===== src/core/sar_regs.svh =====
// constants for the serial converter control link and its host controller
`ifndef SAR_REGS_SVH
`define SAR_REGS_SVH
// -----------------------------------------------------------------
// timing
// -----------------------------------------------------------------
`define SAR_CLK_NS 8
`define SAR_SCLK_HALF_NS 200
`define SAR_SCLK_HALF_CYC ((`SAR_SCLK_HALF_NS + `SAR_CLK_NS - 1) / `SAR_CLK_NS)
`define SAR_DROOP_NS 1600000
`define SAR_DROOP_CYC (`SAR_DROOP_NS / `SAR_CLK_NS)
// -----------------------------------------------------------------
// control byte layout and framing
// -----------------------------------------------------------------
`define SAR_BIT_START 7
`define SAR_CH_MSB 6
`define SAR_CH_LSB 4
`define SAR_BIT_RES 3
`define SAR_BIT_CFG 2
`define SAR_PD_ON 2'b11
`define SAR_BYTE_LAST 3'h7
`define SAR_CNT_ACQ 3'h4
`define SAR_CNT_CFG 3'h5
`define SAR_RES_HI 5'hC
`define SAR_RES_LO 5'h8
`define SAR_IDX_BYTE2 5'h08
`define SAR_IDX_BYTE3 5'h10
`define SAR_IDX_LAST 5'h17
// -----------------------------------------------------------------
// host controller register map
// -----------------------------------------------------------------
`define SAR_OFF_CTRL 4'h0
`define SAR_OFF_STATUS 4'h4
`define SAR_OFF_RESULT 4'h8
`define SAR_OFF_GAP 4'hC
`define SAR_OFF_NONE 4'h1
`define SAR_CTRL_OVL 8
`define SAR_ST_BUSY 0
`define SAR_ST_PEND 1
`define SAR_ST_DONE 2
`define SAR_ST_PIN 3
`endif


===== src/core/sar_pkg.sv =====
// shared types of the serial converter link
package sar_pkg;
  typedef enum logic [2:0] {
    SAR_H_IDLE = 3'b001,
    SAR_H_RUN = 3'b010,
    SAR_H_PAUSE = 3'b100
  } sar_host_st_t;
endpackage


===== src/core/sar_link_if.sv =====
// five-wire serial link between host controller and converter logic
`timescale 1ns/100ps
interface sar_link_if;
  logic sclk;
  logic cs_n;
  logic din;
  logic dout_d;
  logic dout_oe_n;
  logic busy_d;
  logic busy_oe_n;
  logic dout;
  logic busy;
  // ---------------------------------------------------------------
  // wire resolution: undriven lines read low (weak pull-down)
  // ---------------------------------------------------------------
  assign dout = dout_oe_n ? 1'b0 : dout_d;
  assign busy = busy_oe_n ? 1'b0 : busy_d;
  modport dev (input sclk, input cs_n, input din,
    output dout_d, output dout_oe_n, output busy_d, output busy_oe_n);
  modport host (output sclk, output cs_n, output din, input dout, input busy);
endinterface


===== src/core/sar_sync.sv =====
// two flip-flop synchroniser for a bundle of pin levels
`timescale 1ns/100ps
module sar_sync #(
  parameter int W = 1,
  parameter logic [W-1:0] RST = '0
) (
  input wire logic clk_i,
  input wire logic arst_n_i,
  input wire logic [W-1:0] d_i,
  output logic [W-1:0] q_o
);
  logic [W-1:0] meta_reg;
  // first stage feeds only the second stage
  always_ff @(posedge clk_i or negedge arst_n_i) begin
    if (!arst_n_i) begin
      meta_reg <= RST;
      q_o <= RST;
    end else begin
      meta_reg <= d_i;
      q_o <= meta_reg;
    end
  end
endmodule


===== src/core/sar_dev.sv =====
// converter-side serial control and conversion sequencing
// Notes on behaviour
// - transfers are eight clocks, conversion 24
// - host sends control byte in first eight clocks
// - mux set, acquisition starts once channel known
// - three clocks later hold and convert
// - twelve conversion clocks plus one for last bit
// - padding clocks ignored, output driven low
// - ignore input until first high start bit
// - host sends start bit high, first
// - bits 6-4 channel select, MSB first
// - new byte every 15th or 11th clock
// - bit 3 picks 8 bits only if pin high
// - bit 2 high single-ended, low differential
// - power bits: 00 auto-off, 11 always on
// - wake instantly, first result valid
// - next byte may overlap result, 16 clocks
// - host finishes conversion within 1.6 ms; the host starts no pause after 0.8 ms but never cuts one short
// - stay powered through pauses between bytes
// - channel patterns map single and differential pairs
// - input sampled rising, output changed falling
// - results are unsigned straight binary
// - shutdown low forces power-down at once
`timescale 1ns/100ps
`include "sar_regs.svh"
module sar_dev
  import sar_pkg::*;
#(
  parameter int RES_W = 12
) (
  input wire logic clk_i,
  input wire logic arst_n_i,
  sar_link_if.dev lnk,
  input wire logic [RES_W-1:0] sample_code_i,
  input wire logic resolution_enable_i,
  input wire logic shutdown_n_i,
  output logic [3:0] mux_pos_o,
  output logic [4:0] mux_neg_o,
  output logic acquire_o,
  output logic hold_o,
  output logic powered_o
);
  // -----------------------------------------------------------------
  // pin synchronisation and edge detection
  // -----------------------------------------------------------------
  logic sclk_s;
  logic cs_s;
  logic din_s;
  logic shutdown_n_n_s;
  logic resen_s;
  logic sclk_q;
  logic rise;
  logic fall;

  // every pin arrives from outside the clock domain
  sar_sync #(.W(5), .RST(5'b01010)) u_sync (
    .clk_i(clk_i),
    .arst_n_i(arst_n_i),
    .d_i({lnk.sclk, lnk.cs_n, lnk.din, shutdown_n_i, resolution_enable_i}),
    .q_o({sclk_s, cs_s, din_s, shutdown_n_n_s, resen_s})
  );

  // edge detector looks at the second stage only
  always_ff @(posedge clk_i or negedge arst_n_i) begin
    if (!arst_n_i) begin
      sclk_q <= 1'b0;
    end else begin
      sclk_q <= sclk_s;
    end
  end

  // clock edges count only inside a frame
  assign rise = sclk_s & ~sclk_q & ~cs_s;
  assign fall = ~sclk_s & sclk_q & ~cs_s;

  // -----------------------------------------------------------------
  // control byte receiver
  // -----------------------------------------------------------------
  logic rx_act_reg;
  logic [2:0] rx_cnt_reg;
  logic [6:0] rx_sh_reg;
  logic acq_pt;
  logic cfg_pt;
  logic byte_done;

  assign acq_pt = rise & rx_act_reg & (rx_cnt_reg == `SAR_CNT_ACQ);
  assign cfg_pt = rise & rx_act_reg & (rx_cnt_reg == `SAR_CNT_CFG);
  assign byte_done = rise & rx_act_reg & (rx_cnt_reg == `SAR_BYTE_LAST);

  // hunts for the start bit whenever no byte is in flight, so the next
  // byte may arrive while a result is still shifting out
  always_ff @(posedge clk_i or negedge arst_n_i) begin
    if (!arst_n_i) begin
      rx_act_reg <= 1'b0;
      rx_cnt_reg <= 3'h0;
      rx_sh_reg <= 7'h00;
    end else if (cs_s) begin
      rx_act_reg <= 1'b0;
      rx_cnt_reg <= 3'h0;
    end else if (rise) begin
      if (!rx_act_reg) begin
        if (din_s) begin
          rx_act_reg <= 1'b1;
          rx_cnt_reg <= 3'h1;
        end
      end else begin
        rx_sh_reg <= {rx_sh_reg[5:0], din_s};
        rx_cnt_reg <= rx_cnt_reg + 3'h1;
        if (rx_cnt_reg == `SAR_BYTE_LAST) begin
          rx_act_reg <= 1'b0;
        end
      end
    end
  end

  // -----------------------------------------------------------------
  // latched control fields
  // -----------------------------------------------------------------
  logic [2:0] channel_select_reg;
  logic input_config_select_reg;
  logic res_bit_reg;
  logic [1:0] power_select_reg;
  logic eight_reg;
  logic [RES_W-1:0] code_reg;

  // channel latches on the fifth bit, config on its own bit, resolution and power with the last bit
  always_ff @(posedge clk_i or negedge arst_n_i) begin
    if (!arst_n_i) begin
      channel_select_reg <= 3'h0;
      input_config_select_reg <= 1'b0;
      res_bit_reg <= 1'b0;
      power_select_reg <= 2'b00;
      eight_reg <= 1'b0;
      code_reg <= '0;
    end else begin
      if (acq_pt) begin
        channel_select_reg <= rx_sh_reg[2:0];
      end
      if (cfg_pt) begin
        input_config_select_reg <= din_s;
      end
      if (byte_done) begin
        res_bit_reg <= rx_sh_reg[2];
        power_select_reg <= {rx_sh_reg[0], din_s};
        eight_reg <= rx_sh_reg[2] & resen_s;
        code_reg <= sample_code_i;
      end
    end
  end

  // -----------------------------------------------------------------
  // multiplexer decode
  // -----------------------------------------------------------------
  // returns {negative side incl. common at bit 4, positive side}
  function automatic logic [8:0] mux_decode(input logic [2:0] ch, input logic sgl);
    logic [8:0] r;
    r = 9'h000;
    unique case (ch)
      3'b001: r = sgl ? {5'b10000, 4'b0001} : {5'b00010, 4'b0001};
      3'b101: r = sgl ? {5'b10000, 4'b0010} : {5'b00001, 4'b0010};
      3'b010: r = sgl ? {5'b10000, 4'b0100} : {5'b01000, 4'b0100};
      3'b110: r = sgl ? {5'b10000, 4'b1000} : {5'b00100, 4'b1000};
      default: r = 9'h000; // unlisted patterns leave the switches open
    endcase
    return r;
  endfunction

  logic [8:0] mux_sel;
  assign mux_sel = mux_decode(channel_select_reg, input_config_select_reg);

  // -----------------------------------------------------------------
  // acquisition and hold
  // -----------------------------------------------------------------
  logic acq_reg;
  logic hold_reg;
  logic conv_arm_reg;
  logic conv_reg;
  logic [4:0] fcnt_reg;
  logic [RES_W-1:0] out_sh_reg;
  logic dout_reg;
  logic busy_reg;
  logic [4:0] nbits;

  assign nbits = eight_reg ? `SAR_RES_LO : `SAR_RES_HI;

  // sampling opens on the fifth bit and closes with the byte
  always_ff @(posedge clk_i or negedge arst_n_i) begin
    if (!arst_n_i) begin
      acq_reg <= 1'b0;
    end else if (cs_s) begin
      acq_reg <= 1'b0;
    end else if (acq_pt) begin
      acq_reg <= 1'b1;
    end else if (byte_done) begin
      acq_reg <= 1'b0;
    end
  end

  // hold covers the whole bit decision phase
  always_ff @(posedge clk_i or negedge arst_n_i) begin
    if (!arst_n_i) begin
      hold_reg <= 1'b0;
      conv_arm_reg <= 1'b0;
    end else if (cs_s) begin
      hold_reg <= 1'b0;
      conv_arm_reg <= 1'b0;
    end else if (byte_done) begin
      hold_reg <= 1'b1;
      conv_arm_reg <= 1'b1;
    end else begin
      if (fall && conv_arm_reg) begin
        conv_arm_reg <= 1'b0;
      end
      if (fall && conv_reg && fcnt_reg == nbits + 5'h1) begin
        hold_reg <= 1'b0;
      end
    end
  end

  // -----------------------------------------------------------------
  // result shifter on falling clock edges
  // -----------------------------------------------------------------
  // first falling edge after hold raises busy, then one bit per edge
  always_ff @(posedge clk_i or negedge arst_n_i) begin
    if (!arst_n_i) begin
      conv_reg <= 1'b0;
      fcnt_reg <= 5'h0;
      out_sh_reg <= '0;
      dout_reg <= 1'b0;
      busy_reg <= 1'b0;
    end else if (cs_s) begin
      conv_reg <= 1'b0; // aborting mid-result is the cost of a cheap restart
      fcnt_reg <= 5'h0;
      dout_reg <= 1'b0;
      busy_reg <= 1'b0;
    end else if (fall) begin
      if (conv_arm_reg) begin
        conv_reg <= 1'b1;
        fcnt_reg <= 5'h1;
        busy_reg <= 1'b1;
        dout_reg <= 1'b0;
        out_sh_reg <= eight_reg ? {code_reg[RES_W-1:RES_W-8], {(RES_W-8){1'b0}}} : code_reg;
      end else if (conv_reg && fcnt_reg <= nbits) begin
        busy_reg <= 1'b0;
        dout_reg <= out_sh_reg[RES_W-1];
        out_sh_reg <= {out_sh_reg[RES_W-2:0], 1'b0};
        fcnt_reg <= fcnt_reg + 5'h1;
      end else begin
        conv_reg <= 1'b0;
        dout_reg <= 1'b0;
        busy_reg <= 1'b0;
      end
    end
  end

  // -----------------------------------------------------------------
  // power state
  // -----------------------------------------------------------------
  // power bits 11 or activity keep power up, independent of clock pauses
  assign powered_o = shutdown_n_n_s & ((power_select_reg == `SAR_PD_ON) | acq_reg | hold_reg);

  // -----------------------------------------------------------------
  // outputs
  // -----------------------------------------------------------------
  assign acquire_o = acq_reg & shutdown_n_n_s;
  assign hold_o = hold_reg & shutdown_n_n_s;
  assign mux_pos_o = (acq_reg | hold_reg) ? mux_sel[3:0] : 4'h0;
  assign mux_neg_o = (acq_reg | hold_reg) ? mux_sel[8:4] : 5'h00;
  // both outputs float whenever the frame is closed
  assign lnk.dout_d = dout_reg;
  assign lnk.busy_d = busy_reg;
  assign lnk.dout_oe_n = cs_s;
  assign lnk.busy_oe_n = cs_s;
endmodule


===== src/flat_wrapper.sv =====
// flat-port wrapper written by rule: the top's interface ports become plain ports
module sar_dev_flat import sar_pkg::*;
#(
  parameter int RES_W = 12
)
  (clk_i, arst_n_i, sample_code_i, resolution_enable_i, shutdown_n_i, mux_pos_o, mux_neg_o, acquire_o, hold_o, powered_o, lnk_sclk, lnk_cs_n, lnk_din, lnk_dout_d, lnk_dout_oe_n, lnk_busy_d, lnk_busy_oe_n);
  sar_link_if lnk_i ();
  input wire logic clk_i;
  input wire logic arst_n_i;
  input wire logic [RES_W-1:0] sample_code_i;
  input wire logic resolution_enable_i;
  input wire logic shutdown_n_i;
  output logic [3:0] mux_pos_o;
  output logic [4:0] mux_neg_o;
  output logic acquire_o;
  output logic hold_o;
  output logic powered_o;
  input wire logic [$bits(lnk_i.sclk)-1:0] lnk_sclk;
  input wire logic [$bits(lnk_i.cs_n)-1:0] lnk_cs_n;
  input wire logic [$bits(lnk_i.din)-1:0] lnk_din;
  output wire logic [$bits(lnk_i.dout_d)-1:0] lnk_dout_d;
  output wire logic [$bits(lnk_i.dout_oe_n)-1:0] lnk_dout_oe_n;
  output wire logic [$bits(lnk_i.busy_d)-1:0] lnk_busy_d;
  output wire logic [$bits(lnk_i.busy_oe_n)-1:0] lnk_busy_oe_n;
  assign lnk_i.sclk = lnk_sclk;
  assign lnk_i.cs_n = lnk_cs_n;
  assign lnk_i.din = lnk_din;
  assign lnk_dout_d = lnk_i.dout_d;
  assign lnk_dout_oe_n = lnk_i.dout_oe_n;
  assign lnk_busy_d = lnk_i.busy_d;
  assign lnk_busy_oe_n = lnk_i.busy_oe_n;
  sar_dev #(.RES_W(RES_W)) u_core (.clk_i(clk_i), .arst_n_i(arst_n_i), .lnk(lnk_i), .sample_code_i(sample_code_i), .resolution_enable_i(resolution_enable_i), .shutdown_n_i(shutdown_n_i), .mux_pos_o(mux_pos_o), .mux_neg_o(mux_neg_o), .acquire_o(acquire_o), .hold_o(hold_o), .powered_o(powered_o));
endmodule

===== config.mk =====
export PLATFORM = sky130hd
export DESIGN_NAME = sar_dev_flat
export DESIGN_NICKNAME = d
export VERILOG_FILES = /design/src/core/sar_pkg.sv /design/src/core/sar_link_if.sv /design/src/core/sar_sync.sv /design/src/core/sar_dev.sv /design/src/flat_wrapper.sv
export VERILOG_INCLUDE_DIRS = /design/src /design/src/core
export SDC_FILE = /design/constraint.sdc
export NUM_CORES = 1
export LEC_CHECK = 0
export BUFFER_PORTS_ARGS = -buffer_cell sky130_fd_sc_hd__buf_4
export CORE_AREA = 2 2 81 83
export DETAILED_ROUTE_END_ITERATION = 8
export DIE_AREA = 0 0 83 85
export GPL_TIMING_DRIVEN = 0
export PLACE_DENSITY = 0.65
export SKIP_CTS_REPAIR_TIMING = 1
export SYNTH_ARGS = -nofsm -noshare
export SYNTH_HDL_FRONTEND = slang
export SYNTH_SLANG_ARGS = --single-unit

===== constraint.sdc =====
create_clock -name clk_i -period 1.85 [get_ports clk_i]
set_input_delay 0.0925 -clock clk_i [delete_from_list [all_inputs] [get_ports clk_i]]
set_output_delay 0.0925 -clock clk_i [all_outputs]
set_load 0.02 [all_outputs]

==> results.md <==
* Outcome: completed
* Met3 Usage GRT at 0.0331
* Number of port buffers at 34
* TritonCTS sink count at 60
* Lkg Pwr at 0.00166 uW
* Y dimension of the die at 85 um
* Most frequent CP cell: buf_6
* Share of post-route cells with drive strength above 1 at 0.339
* Root Driver: clkbuf_8
* Area of the multi-input gates at 1100 sq um
* Post-synth net total at 251
* Data arrival time at the worst-slack endpoint at 1970 ps
* Post-route core utilization at 0.561
* Global routing met2 resource utilization at 0.224
* Worst skew pair latency at 330 ps
* Number of standard-cell rows in the floorplan at 29
* Crit path cell chain: inv_2, ha_1, nand2_1, a21boi_2, buf_6, o211ai_4, buf_6, a221o_1
* Detailed-router iteration count before antenna repair at 4
* Final global-route overflow total at 0
* Area delta synth->final at 27.1%
* Vias in the first global route at 1,727
* Average size of a mapped cell at 12.3 sq um
* Number of flops mapped to enable cells by yosys at 0
* Final slew viol count at 0
* Top fanout value on the critical path at 10
* Sum of net half-perimeters after detailed placement at 3440 um
* Dominant synthesized flop cell: dfrtp_1
* Post-route insts no fill at 369
* Worst path required time at 2070 ps
* Most frequent cells in the layout: dfrtp_1 (56), buf_4 (39), dlygate4sd3_1 (18)
* Number of buffers added by the clock tree synthesis step at 9
* Fin crit share at 0.949
* Worst Setup Slack, final at 95.1 ps
* Antenna violations before repair at 0
* Post-Synthesis Cell Area at 2740 sq um
* Core area at 6200 sq um
* Nets at 317
* Slowest stage cell on the critical path: dfrtp_1
* Total Routing Usage GR at 0.155
* Maximum number of pins on one net before global-route repair at 61
* Setup-failing EPs final at 0
* Unrepaired setup endpoints after global routing: no
* GR Util met1 at 0.214
* Vias after detailed routing at 1,870
* Worst clock skew on the final layout at 7.22 ps
* Slew HR at 0.505
* I/O pin total at 35
* Async S/R FF share, synth at 1.00
* Max-cap violations at 0
* GRT Max-Usage Layer: met2
* Slew at the pin closest to its max-slew limit at 742 ps
* Setup CP Type: reg2reg
* Aggregate routed wire length at 5150 um
* Routed wire per std cell at 13.9 um
* Detailed-route DRC error count at 0
* Number of levels the H-tree was split into at 3
* Most frequent standard cell in the layout excluding fill and tap cells: dfrtp_1
* Number of warnings issued by yosys at 0
* Period minus WS final at 1750 ps
* Vias per cell at 5.07
* Storage element area at 1510 sq um
* TritonCTS clock tree: yes
* Post-synthesis register bit count at 60
* Longest Clk Path Bufs at 2
* Mapped Cells at 222
* Worst setup SP type: register
* Nature of the critical path endpoint: register
* Fillers at 529
* Stage delay of the slowest cell on the critical path at 380 ps
* Worst hold path class: in2async
* First-pass GRT wire length at 8540 um
* Area of the die at 7060 sq um
* Number of placed cells counting well taps at 333
* DRT iter0 DRCs at 96
* Sum of internal, switching and leakage power at 2610 uW
* Sequential area share after synthesis at 0.551
* Yosys cell types at 49
* Total inserted antenna cells at 0
* Total power density per cell area at 751 nW/um^2
* Effective utilization at floorplan at 0.441
* Residual antenna-violating net count after detailed routing at 0
* Max rail drop VDD at 0.456 mV
* Floorplan die width at 83 um
* Max Fclk at 0.570 GHz
* Total count of hold-check failures in the final report at 0
* Total negative setup slack at 0 ps
* Reg clk slew, reported paths at 60 ps
* Placement Setup Slack at -3.94 ps
* Gpl congestion at 0.850
-- through the flow --
step / hold slack [ps] / cell area, sq um
finish: 349 / 3480
global route: 361 / 3480
CTS: -153 / 3270
detailed placement: 202 / 3090
global placement: 202 / 3090
floorplan: -203 / 2740
-- critical path, delay by kind of cell (launching register included) --
family / cells / cell delay (ps)
adder cells (fa/ha/maj): 1 / 290
AO/OA/AOI/OAI: 3 / 540
AND/OR/NAND/NOR: 1 / 70
buffers and inverters: 3 / 370
flip-flops: 1 / 380
-- power by group --
part           internal (uW)  leakage, uW  switching [uW]  total, uW
Combinational           70.7     0.000757            61.0        132
Sequential              1340     0.000806            19.4       1360
Clock                    651    0.0000935             471       1120
Total                   2060      0.00166             551       2610
-- area by class of cell --
cell class | count | share of cell area
Inverter | 12 | 0.0129
Buffer | 10 | 0.0252
Tap cell | 77 | 0.0277
Clock buffer | 13 | 0.0428
Sequential cell | 60 | 0.433
Clock inverter | 2 | 0.0101
Multi-Input combinational cell | 140 | 0.317
Timing Repair Buffer | 55 | 0.132
-- worst paths after layout --
path | slack [ps] | endpoint | cells past startpoint | start
setup / recovery | 100 | u_core.out_sh_reg[5] | 8 | u_core.fcnt_reg[2]
hold / removal | 350 | u_core.power_select_reg[0] | 2 | arst_n_i
setup reg to reg | 100 | u_core.out_sh_reg[5] | 8 | u_core.fcnt_reg[2]
hold reg to reg | 350 | u_core.u_sync.q_o[3] | 0 | u_core.u_sync.meta_reg[3]
max in group asynchronous | 990 | u_core.sclk_q | 2 | arst_n_i
min in group clk_i | 350 | u_core.u_sync.q_o[3] | 0 | u_core.u_sync.meta_reg[3]
-- synthesized netlist by cell type (2+ instances only) --
cell,number,share of area
a211o_1,2,0.0064
a21oi_1,6,0.011
a221o_1,8,0.029
a22oi_1,2,0.0055
a31oi_1,3,0.0069
and2_1,10,0.023
and3_1,3,0.0069
buf_4,3,0.0082
buf_6,2,0.0082
clkbuf_2,2,0.0037
dfrtp_1,56,0.51
dfstp_2,4,0.038
ha_1,10,0.046
inv_1,11,0.015
mux2_2,17,0.070
mux2_4,6,0.033
mux2i_1,2,0.0073
nand2_1,13,0.018
nand2b_1,4,0.0091
nand3_1,3,0.0055
nand4_1,2,0.0046
nor2_1,11,0.015
nor2b_1,3,0.0069
nor3_1,6,0.011
nor3b_1,2,0.0055
o21ai_0,8,0.015
-- kinds of logic after synthesis --
family          synth area share
compound gates             0.113
mux                        0.110
fa+ha+maj                 0.0457
flops                      0.551
buf+inv                   0.0471
simple gates               0.134
-- metal layers --
metal / up-vias / wire length, um
met5: - / 0
met1: 914 / 2550
met4: 0 / 132
met3: 12 / 134
met2: 30 / 2330
li1: 914 / -
Note: power is estimated with default switching activity, not from simulation.
